===== config.mk =====
export PLATFORM = sky130hd
export DESIGN_NAME = iso_desc_writeback
export DESIGN_NICKNAME = d
export VERILOG_FILES = /design/src/logic/iso_desc_mem.v /design/src/logic/iso_desc_writeback.v /design/src/logic/iso_result_fifo.v
export VERILOG_INCLUDE_DIRS = /design/src /design/src/common
export SDC_FILE = /design/constraint.sdc
export NUM_CORES = 1
export LEC_CHECK = 0
export ABC_CLOCK_PERIOD_IN_PS = 3100
export BUFFER_PORTS_ARGS = -buffer_cell sky130_fd_sc_hd__buf_2
export CORE_MARGIN = 2
export CORE_UTILIZATION = 23
export DETAILED_ROUTE_END_ITERATION = 10
export GPL_TIMING_DRIVEN = 0
export PLACE_DENSITY_LB_ADDON = 0.2
export SLEW_MARGIN = 15
export SYNTH_ARGS = -nofsm -noshare
export SYNTH_HDL_FRONTEND = slang
export SYNTH_SLANG_ARGS = --single-unit

===== constraint.sdc =====
create_clock -name clk_sys_in -period 3.1 [get_ports clk_sys_in]
set_input_delay 0.31 -clock clk_sys_in [delete_from_list [all_inputs] [get_ports clk_sys_in]]
set_output_delay 0.31 -clock clk_sys_in [all_outputs]
set_load 0.05 [all_outputs]

===== src/common/iso_wb_defines.vh =====
/*
 holds field positions, widths and limits of the isochronous descriptor rows.
 assumes rows of 64 bits, a row being an even/odd double-word pair.
*/
`ifndef ISO_WB_DEFINES_VH
`define ISO_WB_DEFINES_VH
`define CNT_W          12
`define DONE_W         15
`define DONE_MAX       15'h7fff
`define RES_W          3
`define UF_NUM         8
`define ROW_W          64
`define ROW_A_W        2
`define ROW_DW0        2'h0
`define ROW_DW2        2'h1
`define ROW_DW4        2'h2
`define ROW_DW6        2'h3
`define UF7_HI         63
`define UF6_HI         51
`define UF5_HI_HI      39
`define UF5_LO_HI      31
`define UF4_HI         27
`define UF3_HI         15
`define UF2_HI_HI      3
`define UF2_LO_HI      63
`define UF1_HI         55
`define UF0_HI         43
`define DONE_LSB       32
`define RES_LSB        8
`define MASK_LSB       0
`define FIFO_DEPTH     8
`define FIFO_A_W       3
`define RES_ERR_BIT    0
`define RES_BABBLE_BIT 1
`define RES_UNDER_BIT  2
`define WB_W           19
`endif


===== src/logic/iso_desc_mem.v =====
/*
 holds the four 64-bit rows of one isochronous descriptor.
 assumes one writer with per-bit enables; read data is registered.
*/
`default_nettype none
module iso_desc_mem (
   input  wire        clk_sys_in,
   input  wire        rst_n_in,
   input  wire        we_in,
   input  wire [1:0]  waddr_in,
   input  wire [63:0] wbits_in,
   input  wire [63:0] wdata_in,
   input  wire [1:0]  raddr_in,
   output reg  [63:0] rdata_out
);
   reg [63:0] row_q [0:3];
   integer i;
   always @(posedge clk_sys_in or negedge rst_n_in) begin
      if (!rst_n_in) begin
         for (i = 0; i < 4; i = i + 1) row_q[i] <= 64'h0;
         rdata_out <= 64'h0;
      end else begin
         if (we_in) begin
            row_q[waddr_in] <= (row_q[waddr_in] & ~wbits_in) | (wdata_in & wbits_in);
         end
         rdata_out <= row_q[raddr_in];
      end
   end
endmodule // iso_desc_mem
`default_nettype wire


===== src/logic/iso_desc_writeback.v =====
/*
 holds the isochronous descriptor store and the per-microframe result writeback.
 assumes software loads rows through the load port and the scheduler reports
 one result per microframe with the frame number it was scheduled for.
*/
`default_nettype none
`include "iso_wb_defines.vh"
module iso_desc_writeback (
   input  wire        clk_sys_in,
   input  wire        rst_n_in,
   input  wire        load_en_in,
   input  wire [1:0]  load_row_in,
   input  wire [63:0] load_data_in,
   input  wire [1:0]  read_row_in,
   output reg  [63:0] read_data_out,
   input  wire [7:0]  sched_frame_in,
   input  wire        res_valid_in,
   output reg         res_ready_out,
   input  wire [2:0]  res_uframe_in,
   input  wire [7:0]  res_frame_in,
   input  wire [11:0] res_count_in,
   input  wire        res_is_in_in,
   input  wire        res_err_in,
   input  wire        res_babble_in,
   input  wire        res_underrun_in,
   output reg         wb_done_out,
   output reg  [14:0] bytes_done_count_out
);
   localparam ST_IDLE  = 3'h0;
   localparam ST_RD4   = 3'h1;
   localparam ST_WAIT4 = 3'h2;
   localparam ST_WR    = 3'h3;
   localparam ST_WR2   = 3'h4;
   localparam ST_WR3   = 3'h5;

   reg  [2:0]   st_q;
   reg  [18:0]  ent_q;
   reg  [7:0]   mask_q;
   reg  [14:0]  done_q;
   reg  [3:0]   occ_q;
   reg  [3:0]   occ_d;
   reg          we;
   reg  [1:0]   waddr;
   reg  [63:0]  wbits;
   reg  [63:0]  wdata;
   reg  [1:0]   raddr;
   reg  [2:0]   code;
   reg  [15:0]  sum;
   reg  [14:0]  total_d;
   reg  [63:0]  r2_bits;
   reg  [63:0]  r2_data;
   reg  [63:0]  r3_bits;
   reg  [63:0]  r3_data;
   reg  [63:0]  r1_bits;
   reg  [63:0]  r1_data;
   wire         f_valid;
   wire         f_ready;
   wire [18:0]  f_data;
   wire         in_rdy;
   wire [63:0]  mem_rd;
   wire [2:0]   uf;
   wire [11:0]  cnt;
   wire [18:0]  packed_res;
   wire         push;
   wire         pop;
   wire         upd;
   wire         r3_hit;

   // results are queued so a burst of microframe reports is not lost while the
   // engine does its read-modify-write of the mask row
   assign packed_res = {res_uframe_in, res_count_in, code, res_frame_in == sched_frame_in};
   always @* begin
      code = 3'h0;
      code[`RES_ERR_BIT]    = res_err_in;
      code[`RES_BABBLE_BIT] = res_babble_in & res_is_in_in;
      code[`RES_UNDER_BIT]  = res_underrun_in & ~res_is_in_in;
   end

   iso_result_fifo #(
      .WIDTH (`WB_W),
      .DEPTH (`FIFO_DEPTH),
      .AW    (`FIFO_A_W)
   ) u_fifo (
      .clk_sys_in    (clk_sys_in),
      .rst_n_in      (rst_n_in),
      .in_valid_in   (push),
      .in_ready_out  (in_rdy),
      .in_data_in    (packed_res),
      .out_valid_out (f_valid),
      .out_ready_in  (f_ready),
      .out_data_out  (f_data)
   );

   iso_desc_mem u_mem (
      .clk_sys_in (clk_sys_in),
      .rst_n_in   (rst_n_in),
      .we_in      (we),
      .waddr_in   (waddr),
      .wbits_in   (wbits),
      .wdata_in   (wdata),
      .raddr_in   (raddr),
      .rdata_out  (mem_rd)
   );

   assign f_ready = (st_q == ST_IDLE) && !load_en_in;
   assign pop     = f_valid & f_ready;
   assign push    = res_valid_in & res_ready_out & in_rdy;
   assign uf      = ent_q[18:16];
   assign cnt     = ent_q[15:4];
   // a slot's count and the total move only for a live slot in the right frame
   assign upd     = ent_q[0] & mask_q[uf];
   assign r3_hit  = (uf >= 3'h2);

   // ready is registered, so it looks at the occupancy after this edge: a
   // result held under a high ready is never refused by a full queue
   always @* begin
      occ_d = occ_q + {3'h0, push} - {3'h0, pop};
   end

   always @* begin
      sum     = {1'b0, done_q} + {4'h0, cnt};
      total_d = sum[15] ? `DONE_MAX : sum[14:0];
   end

   // row 2 (DW5:DW4): the slot's status always, counts of slots 0..1 and the low byte of slot 2
   always @* begin
      r2_bits = 64'h0;
      r2_data = 64'h0;
      r2_bits[`RES_LSB + uf*3 +: 3] = 3'h7;
      r2_data[`RES_LSB + uf*3 +: 3] = ent_q[3:1];
      case (uf)
         3'h2: begin
            r2_bits[`UF2_LO_HI -: 8] = 8'hff;
            r2_data[`UF2_LO_HI -: 8] = cnt[7:0];
         end
         3'h1: begin
            r2_bits[`UF1_HI -: 12] = 12'hfff;
            r2_data[`UF1_HI -: 12] = cnt;
         end
         3'h0: begin
            r2_bits[`UF0_HI -: 12] = 12'hfff;
            r2_data[`UF0_HI -: 12] = cnt;
         end
         default: begin
            r2_bits[63:32] = 32'h0;
         end
      endcase
      // status still lands for a dead slot so software sees what happened
      if (!upd) begin
         r2_bits[63:32] = 32'h0;
      end
   end

   // row 3 (DW7:DW6): counts of slots 3..7 and the high nibble of slot 2
   always @* begin
      r3_bits = 64'h0;
      r3_data = 64'h0;
      case (uf)
         3'h7: begin
            r3_bits[`UF7_HI -: 12] = 12'hfff;
            r3_data[`UF7_HI -: 12] = cnt;
         end
         3'h6: begin
            r3_bits[`UF6_HI -: 12] = 12'hfff;
            r3_data[`UF6_HI -: 12] = cnt;
         end
         3'h5: begin
            r3_bits[`UF5_HI_HI -: 8] = 8'hff;
            r3_data[`UF5_HI_HI -: 8] = cnt[11:4];
            r3_bits[`UF5_LO_HI -: 4] = 4'hf;
            r3_data[`UF5_LO_HI -: 4] = cnt[3:0];
         end
         3'h4: begin
            r3_bits[`UF4_HI -: 12] = 12'hfff;
            r3_data[`UF4_HI -: 12] = cnt;
         end
         3'h3: begin
            r3_bits[`UF3_HI -: 12] = 12'hfff;
            r3_data[`UF3_HI -: 12] = cnt;
         end
         3'h2: begin
            r3_bits[`UF2_HI_HI -: 4] = 4'hf;
            r3_data[`UF2_HI_HI -: 4] = cnt[11:8];
         end
         default: begin
            r3_bits = 64'h0;
         end
      endcase
   end

   // row 1 (DW3:DW2): only the transferred total, saturated
   always @* begin
      r1_bits = 64'h0;
      r1_data = 64'h0;
      r1_bits[`DONE_LSB +: `DONE_W] = {`DONE_W{1'b1}};
      r1_data[`DONE_LSB +: `DONE_W] = total_d;
   end

   // single write port: software load has priority, the engine waits for as long as load_en_in is high
   always @* begin
      we    = 1'b0;
      waddr = `ROW_DW0;
      wbits = 64'h0;
      wdata = 64'h0;
      raddr = read_row_in;
      if (load_en_in) begin
         we    = 1'b1;
         waddr = load_row_in;
         wbits = {64{1'b1}};
         wdata = load_data_in;
      end else begin
         case (st_q)
            ST_RD4, ST_WAIT4: begin
               raddr = `ROW_DW4;
            end
            ST_WR: begin
               we    = 1'b1;
               waddr = `ROW_DW4;
               wbits = r2_bits;
               wdata = r2_data;
            end
            ST_WR2: begin
               we    = upd & r3_hit;
               waddr = `ROW_DW6;
               wbits = r3_bits;
               wdata = r3_data;
            end
            ST_WR3: begin
               we    = upd;
               waddr = `ROW_DW2;
               wbits = r1_bits;
               wdata = r1_data;
            end
            default: begin
               we    = 1'b0;
            end
         endcase
      end
   end

   always @(posedge clk_sys_in or negedge rst_n_in) begin
      if (!rst_n_in) begin
         st_q                 <= ST_IDLE;
         ent_q                <= 19'h0;
         mask_q               <= 8'h0;
         done_q               <= 15'h0;
         occ_q                <= 4'h0;
         res_ready_out        <= 1'b0;
         wb_done_out          <= 1'b0;
         bytes_done_count_out <= 15'h0;
         read_data_out        <= 64'h0;
      end else begin
         occ_q                <= occ_d;
         res_ready_out        <= (occ_d < `FIFO_DEPTH);
         read_data_out        <= mem_rd;
         wb_done_out          <= 1'b0;
         bytes_done_count_out <= done_q;
         if (load_en_in && load_row_in == `ROW_DW2) begin
            done_q <= load_data_in[`DONE_LSB +: `DONE_W];
         end
         case (st_q)
            ST_IDLE: begin
               if (f_valid && f_ready) begin
                  ent_q <= f_data;
                  st_q  <= ST_RD4;
               end
            end
            ST_RD4: begin
               if (!load_en_in) st_q <= ST_WAIT4;
            end
            ST_WAIT4: begin
               if (load_en_in) begin
                  st_q <= ST_RD4;
               end else begin
                  mask_q <= mem_rd[`MASK_LSB +: `UF_NUM];
                  st_q   <= ST_WR;
               end
            end
            ST_WR: begin
               if (!load_en_in) st_q <= ST_WR2;
            end
            ST_WR2: begin
               if (!load_en_in) st_q <= ST_WR3;
            end
            ST_WR3: begin
               if (!load_en_in) begin
                  if (upd) done_q <= total_d;
                  wb_done_out <= 1'b1;
                  st_q        <= ST_IDLE;
               end
            end
            default: st_q <= ST_IDLE;
         endcase
      end
   end
endmodule // iso_desc_writeback
`default_nettype wire


===== src/logic/iso_result_fifo.v =====
/*
 holds a small valid/ready fifo for microframe results.
 assumes a single clock and that the drain side may stall.
*/
`default_nettype none
module iso_result_fifo #(
   parameter WIDTH = 19,
   parameter DEPTH = 8,
   parameter AW    = 3
) (
   input  wire             clk_sys_in,
   input  wire             rst_n_in,
   input  wire             in_valid_in,
   output wire             in_ready_out,
   input  wire [WIDTH-1:0] in_data_in,
   output wire             out_valid_out,
   input  wire             out_ready_in,
   output wire [WIDTH-1:0] out_data_out
);
   reg  [WIDTH-1:0] mem_q [0:DEPTH-1];
   reg  [AW:0]      wr_q;
   reg  [AW:0]      rd_q;
   wire             full;
   wire             empty;
   assign empty = (wr_q == rd_q);
   assign full  = (wr_q[AW] != rd_q[AW]) && (wr_q[AW-1:0] == rd_q[AW-1:0]);
   assign in_ready_out  = ~full;
   assign out_valid_out = ~empty;
   assign out_data_out  = mem_q[rd_q[AW-1:0]];
   always @(posedge clk_sys_in) begin
      if (in_valid_in && !full) begin
         mem_q[wr_q[AW-1:0]] <= in_data_in;
      end
   end
   always @(posedge clk_sys_in or negedge rst_n_in) begin
      if (!rst_n_in) begin
         wr_q <= {(AW+1){1'b0}};
         rd_q <= {(AW+1){1'b0}};
      end else begin
         if (in_valid_in && !full) wr_q <= wr_q + 1'b1;
         if (out_ready_in && !empty) rd_q <= rd_q + 1'b1;
      end
   end
endmodule // iso_result_fifo
`default_nettype wire

==> impl_results.md, run 1 <==
* Violated checks: setup timing
* Combinational share of power at 42.6%
* ANT nets after route at 0
* Gate Count Post-Synth at 2351
* CP bufs+invs at 5
* Hold Crit Depth at 3
* Placed cell count at 4162
* Sink Count at 610
* Status: finished, violations left
* Largest family of logic cells by synthesized area: compound AO/OA/AOI/OAI gates
* Setup slack after layout at -0.0167 ns
* Vias per cell at 5.05
* Overall Global Routing Usage at 18.9%
* Post-Synth Simple-Gate Area at 8.62%
* Yosys cell types at 91
* Final Skew at 0.0343 ns
* Layout fillers at 12471
* CP required at 3.65 ns
* CTS tree: built
* Static leakage at 14.0 nW
* Largest net degree at the start of global routing at 95
* CP Capture Type: flop
* Num ports at 188
* PortBufs at 187
* Cell mode on critical path: buf_2
* Yosys Warn Count at 0
* Sequential-to-total area share from yosys stat at 57.6%
* Pwr Density at 1070 nW/um^2
* DRT Pass-1 Iters at 9
* Fmax at 321 MHz
* Syn_nets at 2489
* Initial drt markers at 2611
* Adder-Cell Fraction of Synth Area at 1.45%
* Dominant synthesized flop cell: dfrtp_1
* Worst Setup SP: load_en_in
* TritonCTS Buffers at 77
* Sequential cell area at 16000 sq um
* Async SR Flop Fraction at 75.1%
* Post-Layout Cell Count at 4376
* Synth Area in Compound Gates at 17.5%
* Hold Crit Class: input port to flop
* Crit. path cell count at 8
* Post-DP HPWL at 81.9 mm
* Slew Limit Fails at 0
* Row cnt at 127
* Core box area at 120000 sq um
* Clock power frac at 23.3%
* Routed len/inst at 27.1 um
* Leading cell type in the layout, fill and taps excluded: dfrtp_1
* # nets final at 2843
* RR Startpoint: done_q[10]
* Worst Tran Pin Value at 1.21 ns
* CP Cell Sequence: buf_2, buf_2, buf_2, clkbuf_1, clkbuf_1, nand2_1, a2bb2oi_1, o21ai_0
* Rel. slew slack at 19.5%
* Avg Cell Area, Syn at 11.8 sq um
* Hold Crit Start: load_data_in[9]
* Die area at 124000 sq um
* Vias at 22098
* Hold Slack at 0.0217 ns
* Worst-path fanout max at 10
* Layout area overhead at 25.4%
* Multiplexer share of the synthesized area at 10.6%
* Final hold vios at 0
* Root buffer cell: clkbuf_16
* Net switching power at 15.8 mW
* Max Buffers Root-to-Sink at 3
* H-Tree Depth at 3
* CTS clk-pin slew, worst paths at 0.06 ns
* Share of cells above drive strength 1 at 25.3%
* Final setup viols at 1
* Tcrit/Tclk final at 101%
* Crit path max-delay family: buffers and inverters
* Post-synth EDFFs at 152
* Sequential power share at 34.1%
* Switch share at 42.3%
* Critical path's largest stage delay at 0.95 ns
* Area of the multi-input gates at 11500 sq um
* MaxCap Viol Count at 0
* Yosys reg bits at 610
* Worst skew pair latency at 0.66 ns
* First-pass GRT wire length at 167 mm
* Initial cell density of the core at 23.2%
* R2R cell count at 8
* Remaining Overflow, GRT at 0
* Gpl congestion at 0.961
* Die height at 352 um
* Slowest cell on crit path: clkbuf_1
* Die W at 352 um
* Post-layout minimum cycle time at 3.12 ns
* Internal power at 21.6 mW
* Crit start category: input port
* Initial antenna violation count at 13
* Critical path data arrival time at 3.67 ns
* Netlist area before placement at 27800 sq um
* # DRC at 0
* Max VDD drop at 0.000625 V
* Post-Route WL at 119 mm
* Crit path kind: input port to flop
* Most frequent cells in the layout: dfrtp_1 (454), nand2_1 (286), buf_2 (217)
* Number of global-route vias before repair at 21889
* Xor/xnor cell area share of the yosys netlist at 1.13%
## cells in the mapped netlist (all sizes together) (8+ instances only)
library cell  count  area (sq um)
o211ai           16           149
nand2           293          1100
o21ai           177           901
a21o             12          90.1
o21a              8          60.1
a22o             24           210
ha               29           363
buf              68           390
and2             11          68.8
dfrtp           458         11500
and3             16           100
a21oi           167           840
a31oi            18           113
clkbuf          105           394
mux2i            94           945
o22ai            70           452
a221o             8          80.1
mux4             39           878
a221oi           19           210
a211oi           16           160
a222oi           62           621
nor3             20           139
nand2b           13          81.3
o31ai            48           384
a22oi            27           203
inv              23          86.3
nand3            23           120
edfxtp          152          4560
xnor2            22           200
nor2            111           427
xor2             13           114
mux2            101          1140
## metrics by stage
| step | power, mW | setup TNS, ns | area, sq um | util, % | setup WS (ns) |
|---|---|---|---|---|---|
| 6_report | 37.4 | -0.0167 | 34900 | 29.1 | -0.0167 |
| 5_1_grt | 39.2 | -0.00522 | 34900 | 29.1 | -0.00356 |
| 4_1_cts | 36.8 | -0.136 | 34500 | 28.7 | -0.0325 |
| 3_5_place_dp | 26.8 | -156.47 | 31100 | 25.9 | -1.83 |
| 3_3_place_gp | 26.7 | -4170.29 | 30800 | 25.7 | -8.56 |
| 2_1_floorplan | 21.2 | 0 | 27800 | - | 0.0426 |
## worst paths after layout
kind                                        to  slack (ns)
setup / recovery                    done_q[11]       -0.02
hold / removal                u_mem.row_q[201]        0.02
setup reg to reg               u_mem.row_q[32]        0.01
hold reg to reg              read_data_out[47]        0.32
max in group asynchronous  u_mem.rdata_out[48]        1.38
min in group asynchronous    read_data_out[20]        0.07
## power groups by stage
stage               Clock (mW)  Sequential (mW)  Combinational [mW]
floorplan                    0             13.9                7.33
CTS                       8.95             12.7                15.1
global route              9.28             13.1                16.8
global placement             0             12.9                13.8
detailed placement           0             12.9                13.9
finish                    8.72             12.8                16.0
## registers in the layout, indices dropped and copies added (netlist names), 4 cells and up
| signal | count |
|---|---|
| read_data_out | 64 |
| bytes_done_count_out | 15 |
| u_fifo.mem_q | 152 |
| u_fifo.wr_q | 4 |
| u_fifo.rd_q | 4 |
| occ_q | 4 |
| u_mem.rdata_out | 64 |
| ent_q | 19 |
| done_q | 15 |
| mask_q | 8 |
| u_mem.row_q | 256 |
## kinds of logic after synthesis
kind of cell    count (synthesis)
compound gates                714
flops                         610
simple gates                  531
mux                           234
buf+inv                       196
xor+xnor                       35
fa+ha+maj                      31
## final cells by class
class | count | share of cell area (%)
Buffer | 166 | 2.46
Clock buffer | 114 | 6.26
Clock inverter | 21 | 0.588
Antenna cell | 3 | 0.0215
Multi-Input combinational cell | 1545 | 33.1
Sequential cell | 610 | 45.9
Inverter | 23 | 0.290
Timing Repair Buffer | 282 | 5.63
Tap cell | 1612 | 5.78
## worst reg2reg max path, cell delays in order, from the launching register on
cell and delay, ns:
dfrtp_1 0.49, ha_1 0.41, a21oi_1 0.22, o21ai_0 0.15, a21oi_2 0.32, a21oi_4 0.13, o21ai_0 0.73, a31oi_2 0.21
mux2_2 0.30
## what timing repair did
item / in CTS / in global routing
gates cloned: 0 / 0
endpoints found under the setup margin: 229 / 235
pin swaps: 11 / 21
hold endpoints to repair: 440 / 0
gates resized for setup: 113 / 99
setup buffers: 18 / 16
hold buffers: 49 / 0
## routing by layer
metal | wire [um] | up-vias | GRT usage, %
met1 | 51600 | 11269 | 26.2
met2 | 52600 | 1001 | 28.9
li1 | - | 9578 | -
met4 | 4120 | 20 | 6.28
met5 | 123 | - | 0
met3 | 10200 | 230 | 4.50
No activity file was read; power rests on OpenSTA's default activity.
==> run 2: changes to the inputs <==
--- a/config.mk
+++ b/config.mk
@@ -6,6 +6,7 @@
 export SDC_FILE = /design/constraint.sdc
 export NUM_CORES = 1
 export LEC_CHECK = 0
+export ABC_AREA = 1
 export ABC_CLOCK_PERIOD_IN_PS = 3100
 export BUFFER_PORTS_ARGS = -buffer_cell sky130_fd_sc_hd__buf_2
 export CORE_MARGIN = 2
==> run 2 against run 1 <==
  * The flow now finishes without violations
  * Core utilization decreased by 0.94 points
  * Clock skew decreased by 0.0020 ns
  * First-iteration DRC count decreased by 2.1%
  * Register-to-register slack improved by 0.10 ns
  * Critical endpoint is now u_mem.row_q[90]
  * Largest power group unchanged
  * Highest routed layer unchanged
==> impl_results.md, run 2 <==
* Status: finished, final reports clean
* Placed Area at 33200 sq um (+6.9%)
* Max reg flops at 256 (unchanged)
* Max Buffers Root-to-Sink at 3 (unchanged)
* Area leader, netlist: dfrtp_1
* Die W at 364 um (+3.5%)
* Hold Crit Class: input port to flop
* Leading cell type in the layout, fill and taps excluded: nand2_1
* Post-DP HPWL at 92.6 mm (+13%)
* Post-Route WL at 129 mm (+8.3%)
* DRT Pass-1 Iters at 5 (-4)
* Finished Cell Area at 36400 sq um (+4.2%)
* Post-layout minimum cycle time at 2.99 ns (-0.129 ns)
* Syn_nets at 3806 (+53%)
* Vias at 26990 (+22%)
* Final Skew at 0.0323 ns (-0.00198 ns)
* ANT nets after route at 0 (unchanged)
* Yosys Warn Count at 0 (unchanged)
* CP Capture Type: flop
* Initial antenna violation count at 9 (-4)
* Initial drt markers at 2555 (-2.1%)
* Post-synth EDFFs at 152 (unchanged)
* Pwr Density at 1160 nW/um^2 (+8.4%)
* Number of global-route vias before repair at 26280 (+20%)
* H-Tree Depth at 3 (unchanged)
* Largest reg by FF count: u_mem.row_q
* Number of diodes at 0 (-3)
* Share of cells above drive strength 1 at 13.5% (-12 points)
* Root buffer cell: clkbuf_16
* Most frequent cells in the layout: nand2_1 (1389), dfrtp_1 (451), o21ai_0 (252)
* Layout fillers at 14170 (+14%)
* Core box area at 129000 sq um (+7.7%)
* Vias per cell at 4.68 (-7.3%)
* PortBufs at 186 (-0.53%)
* CTS clk-pin slew, worst paths at 0.06 ns (about the same)
* Netlist area before placement at 29800 sq um (+7.2%)
* Static leakage at 16.9 nW (+21%)
* Gate Count Post-Synth at 3668 (+56%)
* Hold Slack at 0.0353 ns (+0.0136 ns)
* Tcrit/Tclk final at 96.4% (-4.2 points)
* Largest net degree at the start of global routing at 84 (-12%)
* Avg Cell Area, Syn at 8.14 sq um (-31%)
* Gpl congestion at 0.969 (+0.81%)
* Area contributors post-synth: dfrtp_1 (38%), nand2_1 (18%), edfxtp_1 (15%)
* Final hold vios at 0 (unchanged)
* Sequential-to-total area share from yosys stat at 53.7% (-3.9 points)
* Fmax at 335 MHz (+4.3%)
* Critical path data arrival time at 3.59 ns (-0.08 ns)
* Yosys reg bits at 610 (unchanged)
* Remaining Overflow, GRT at 0 (unchanged)
* Worst-path fanout max at 10 (unchanged)
* Yosys cell types at 45 (-51%)
* Count leader, synth: nand2_1
* Die area at 133000 sq um (+7.1%)
* Num ports at 188 (unchanged)
* Async SR Flop Fraction at 75.1% (unchanged)
* Initial cell density of the core at 23.1% (-0.097 points)
* Routed len/inst at 22.3 um (-18%)
* Worst Tran Pin Value at 1.05 ns (-0.155 ns)
* TritonCTS Buffers at 74 (-3.9%)
* Rel. slew slack at 29.8% (+10 points)
* Slew Limit Fails at 0 (unchanged)
* CTS tree: built
* CP required at 3.70 ns (+0.05 ns)
* # nets final at 4103 (+44%)
* Die height at 364 um (+3.5%)
* # DRC at 0 (unchanged)
* Post-synth top cells: nand2_1 (1392), dfrtp_1 (458), o21ai_0 (264)
* Sink Count at 610 (unchanged)
* Crit path kind: flop to flop
* Dominant synthesized flop cell: dfrtp_1
* Max VDD drop at 0.000457 V (-27%)
* Overall Global Routing Usage at 19.1% (+0.21 points)
* Final setup viols at 0 (-1)
* Top-area cell type share of the netlist area at 38.4% (-2.8 points)
* Crit start category: flop
* Layout area overhead at 21.9%
* Row cnt at 132 (+3.9%)
* MaxCap Viol Count at 0 (unchanged)
* First-pass GRT wire length at 185 mm (+11%)
* Worst skew pair latency at 0.67 ns (about the same)
## run 2: cell count changes after synthesis, sizes merged, moves of 62 or more
| cell | delta |
|---|---|
| nand2 | +1107 |
| o21ai | +142 |
| inv | +237 |
| nor2 | +136 |
| a222oi | -62 |
| mux2i | -87 |
| nand3 | +172 |
| mux2 | -101 |
## run 2: logic make-up after synthesis
group                      after synthesis  synth area share, %
AOI/OAI and AO/OA                      622                 11.6
xor gates and xnor gates                23                0.675
adders and majority gates               31                 1.35
buffers and inverters                  462                 6.66
DFF                                    610                 53.7
muxes                                    7                0.235
and+or+nand+nor                       1913                 25.7
## run 2: final timing paths
| check | startpoint | end | slack (ns) | cells after the start |
|---|---|---|---|---|
| max in group asynchronous | rst_n_in | read_data_out[27] | 1.47 | 5 |
| max | ent_q[17] | u_mem.row_q[90] | 0.11 | 16 |
| max reg2reg | ent_q[17] | u_mem.row_q[90] | 0.11 | 16 |
| min reg2reg | u_mem.rdata_out[27] | read_data_out[27] | 0.35 | 0 |
| min | load_data_in[43] | done_q[11] | 0.04 | 3 |
| min in group asynchronous | rst_n_in | read_data_out[42] | 0.17 | 2 |
## run 2: power by group
part	switching (mW)	internal (mW)	total, mW
clock network	3.69	5.79	9.48
logic	14.4	5.17	19.6
registers	2.03	11.2	13.2
total	20.1	22.2	42.3
## run 2: layout make-up
| type | instances | area, sq um | share of cell area [%] |
|---|---|---|---|
| Inverter | 265 | 1000 | 2.76 |
| Sequential cell | 610 | 16000 | 44.1 |
| Timing Repair Buffer | 222 | 1420 | 3.90 |
| Tap cell | 1742 | 2180 | 5.99 |
| Buffer | 196 | 1030 | 2.83 |
| Clock buffer | 93 | 2050 | 5.63 |
| Clock inverter | 42 | 587 | 1.61 |
| Multi-Input combinational cell | 2596 | 12100 | 33.2 |
## run 2: stage by stage
step	utilization, %	power, mW	std cells	setup slack, ns	TNS (ns)
after floorplan	-	24.7	3668	0.279	0
after global placement	25.5	32.0	5596	-8.57	-4053.40
after detailed placement	25.7	32.1	5606	-0.804	-65.06
after CTS	28.0	42.1	5766	-0.0184	-0.0792
after global routing	28.2	44.9	5766	-0.0219	-0.0775
final	28.2	42.3	5766	0.113	0
## run 2: worst max-delay path, cell delays in order (launching register included)
cell and delay, ns:
dfrtp_2 0.44, buf_4 0.16, ha_1 0.23, inv_2 0.13, ha_4 0.21, ha_1 0.30, buf_6 0.15, nand2_1 0.06
inv_1 0.06, o21ai_0 0.33, inv_1 0.14, nand2_1 0.12, nand2_1 0.12, o21bai_1 0.18, nand2_1 0.13, nand3_1 0.10
nand2_1 0.08
## run 2: metal layers
layer / wire (um) / share of wire [%] / global-route usage, %
met1: 57100 / 44 / 26.1
met2: 58300 / 45 / 30.5
met3: 8630 / 6.7 / 3.27
met4: 4370 / 3.4 / 6.55
met5: 42 / 0.033 / 0
## run 2: what timing repair did
action | in CTS | in global routing
gates resized for setup | 45 | 55
cloned | 0 | 0
setup endpoints to repair | 154 | 200
buffers inserted | 2 | 0
pin swaps | 0 | 4
endpoints found under the hold margin | 276 | 0
hold buffers | 24 | 0
==> run 3: changes to the inputs <==
--- a/config.mk
+++ b/config.mk
@@ -13,7 +13,7 @@
 export CORE_UTILIZATION = 23
 export DETAILED_ROUTE_END_ITERATION = 10
 export GPL_TIMING_DRIVEN = 0
-export PLACE_DENSITY_LB_ADDON = 0.2
+export PLACE_DENSITY = 0.49
 export SLEW_MARGIN = 15
 export SYNTH_ARGS = -nofsm -noshare
 export SYNTH_HDL_FRONTEND = slang
==> run 3 against run 2 <==
  * Via count up 0.52%
  * Register-to-register slack lost 0.04 ns
  * Worst hold slack got worse by 0.0022 ns
  * Sequential power about the same
  * Fmax is 1.3% lower
  * Clock power down 2.8%
  * Critical path depth decreased by 3
  * Sequential cell count unchanged
  * Total power is 0.32% lower
  * Clock skew grew 0.0066 ns
  * Non-clock buffer count is 14 higher
  * First-iteration DRC count is 15% higher
==> impl_results.md, run 3 (synthesis gave the netlist of run 2 again) <==
* Die W at 364 um (unchanged)
* Remaining Overflow, GRT at 0 (unchanged)
* Pre-CTS setup slack at -0.875 ns (-0.0702 ns)
* Die height at 364 um (unchanged)
* TritonCTS Buffers at 75 (+1.4%)
* Layout area overhead at 22.3%
* Layout fillers at 14195 (+0.18%)
* ANT nets after route at 0 (unchanged)
* Initial cell density of the core at 23.1% (unchanged)
* Vias at 27130 (+0.52%)
* Internal power at 21.9 mW (-1.2%)
* Root buffer cell: clkbuf_16
* Combinational share of power at 46.8% (+0.5 points)
* Initial antenna violation count at 7 (-2)
* Net switching power at 20.2 mW (+0.64%)
* Hold Crit Class: input port to flop
* CP Cell Sequence: clkinvlp_4, ha_1, ha_1, ha_1, buf_6, inv_2, nand2_1, nor2_1, o21ai_0, o21a_1, nand2_1, nand3_1, nand2_1
* Worst-path fanout max at 10 (unchanged)
* Post-layout minimum cycle time at 3.03 ns (+0.0395 ns)
* # nets final at 4118 (+0.37%)
* Met2 Use GR at 29.0% (-1.5 points)
* Max VDD drop at 0.000460 V (+0.66%)
* Largest reg by FF count: u_mem.row_q
* CP bufs+invs at 3 (-2)
* CP required at 3.65 ns (-0.05 ns)
* Num ports at 188 (unchanged)
* Max Buffers Root-to-Sink at 3 (unchanged)
* Slowest cell on crit path: dfrtp_2
* Most frequent cells in the layout: nand2_1 (1387), dfrtp_1 (452), o21ai_0 (252)
* H-Tree Depth at 3 (unchanged)
* Leading cell type in the layout, fill and taps excluded: nand2_1
* Switch share at 48.0% (+0.46 points)
* Gpl congestion at 0.960 (-0.89%)
* CP Capture Type: flop
* Vias per cell at 4.69 (+0.22%)
* Overall Global Routing Usage at 18.6% (-0.55 points)
* First-pass GRT wire length at 181 mm (-2.3%)
* Number of global-route vias before repair at 25994 (-1.1%)
* Setup slack after layout at 0.0731 ns (-0.0395 ns)
* Rel. slew slack at 31.4% (+1.6 points)
* Crit start category: flop
* Crit path max-delay family: adder cells
* Critical path's largest stage delay at 0.41 ns (-0.03 ns)
* DRT Pass-1 Iters at 8 (+3)
* Max reg flops at 256 (unchanged)
* Static leakage at 17.0 nW (+0.27%)
* Final Skew at 0.0389 ns (+0.00663 ns)
* Slew Limit Fails at 0 (unchanged)
* Met1 Resource Use GR at 25.2% (-0.88 points)
* CTS tree: built
* M3 GR Usage at 3.88% (+0.60 points)
* Core box area at 129000 sq um (unchanged)
* Gr busiest metal: met2
* Critical path data arrival time at 3.58 ns (about the same)
* Tcrit/Tclk final at 97.6% (+1.3 points)
* Fmax at 330 MHz (-1.3%)
* CTS clk-pin slew, worst paths at 0.06 ns (about the same)
* Final hold vios at 0 (unchanged)
* Largest net degree at the start of global routing at 94 (+12%)
* Pwr Density at 1150 nW/um^2 (-0.65%)
* Share of cells above drive strength 1 at 13.7% (+0.25 points)
* Post-Route WL at 125 mm (-2.4%)
* MaxCap Viol Count at 0 (unchanged)
* Final core utilization at 28.3% (+0.094 points)
* Sequential power share at 31.4% (about the same)
* Crit path kind: flop to flop
* Worst skew pair latency at 0.68 ns (about the same)
* Sink Count at 610 (unchanged)
* Die area at 133000 sq um (unchanged)
* Clock power frac at 21.9% (-0.5 points)
* Post-DP HPWL at 90.3 mm (-2.4%)
* Routed len/inst at 21.7 um (-2.6%)
* Worst Tran Pin Value at 1.03 ns (-0.0244 ns)
* Row cnt at 132 (unchanged)
* Status: finished, final reports clean
* Initial drt markers at 2949 (+15%)
* # DRC at 0 (unchanged)
* Final setup viols at 0 (unchanged)
* PortBufs at 186 (unchanged)
## run 3: cell types whose count changed in the layout (fill, tap and decap cells not counted), sizes merged
cell and delta:
buf +10, bufinv -6, clkbuf +9, clkinvlp +2, diode +2, dlygate4sd3 +3, inv -3
## run 3: cell type report
class	instances	area (sq um)	area share, %
Antenna cell	2	5.00	0.0137
Buffer	196	1040	2.85
Clock buffer	101	2070	5.69
Clock inverter	35	490	1.34
Inverter	265	1010	2.76
Multi-Input combinational cell	2596	12100	33.3
Sequential cell	610	16000	43.9
Tap cell	1742	2180	5.97
Timing Repair Buffer	236	1520	4.17
## run 3: path summary, 6_finish.rpt
path / to / slack, ns / start / depth (start not counted)
worst min-delay path: u_mem.row_q[210] / 0.03 / load_data_in[18] / 4
min in group asynchronous: u_mem.rdata_out[45] / 0.16 / rst_n_in / 2
worst min register to register: read_data_out[17] / 0.33 / u_mem.rdata_out[17] / 0
worst max-delay path: u_mem.row_q[154] / 0.07 / ent_q[17] / 13
max in group asynchronous: ent_q[5] / 1.27 / rst_n_in / 5
worst max register to register: u_mem.row_q[154] / 0.07 / ent_q[17] / 13
## run 3: repair_timing
item | 4_1_cts | 5_1_grt
pin swaps | 3 | 10
hold buffers | 27 | 0
resized for setup | 55 | 60
endpoints found under the hold margin | 206 | 0
buffers inserted | 6 | 7
setup endpoints to repair | 147 | 204
## run 3: through the flow
stage               cell area (sq um)  total power, mW  std cells  hold WS [ns]  setup TNS [ns]
finish                          36500             42.1       5783        0.0331               0
global route                    36500             44.7       5781        0.0291          -0.214
CTS                             36200             41.8       5774       0.00235               0
detailed placement              33200             32.0       5606         0.249          -62.06
global placement                33000             31.8       5596         0.334        -3945.58
floorplan                       29800             24.7       3668        0.0144               0
## run 3: worst min-delay path, cell delays in order
cell,delay [ns]
buf_2,0.07
or2_2,0.13
nand3_1,0.08
nand2_1,0.06
## run 3: power groups by stage
| stage | clock network (mW) | registers, mW | logic (mW) |
|---|---|---|---|
| final | 9.21 | 13.2 | 19.7 |
| after global routing | 9.72 | 13.5 | 21.4 |
| after CTS | 9.42 | 13.2 | 19.2 |
| after detailed placement | 0 | 13.3 | 18.6 |
| after global placement | 0 | 13.3 | 18.5 |
| after floorplan | 0 | 14.4 | 10.3 |
## run 3: metal layers
metal / vias to the layer above / share of wire [%]
met5: - / 0.024
met4: 6 / 4.1
met2: 1189 / 44
met1: 13103 / 43
li1: 12589 / -
met3: 243 / 8.5
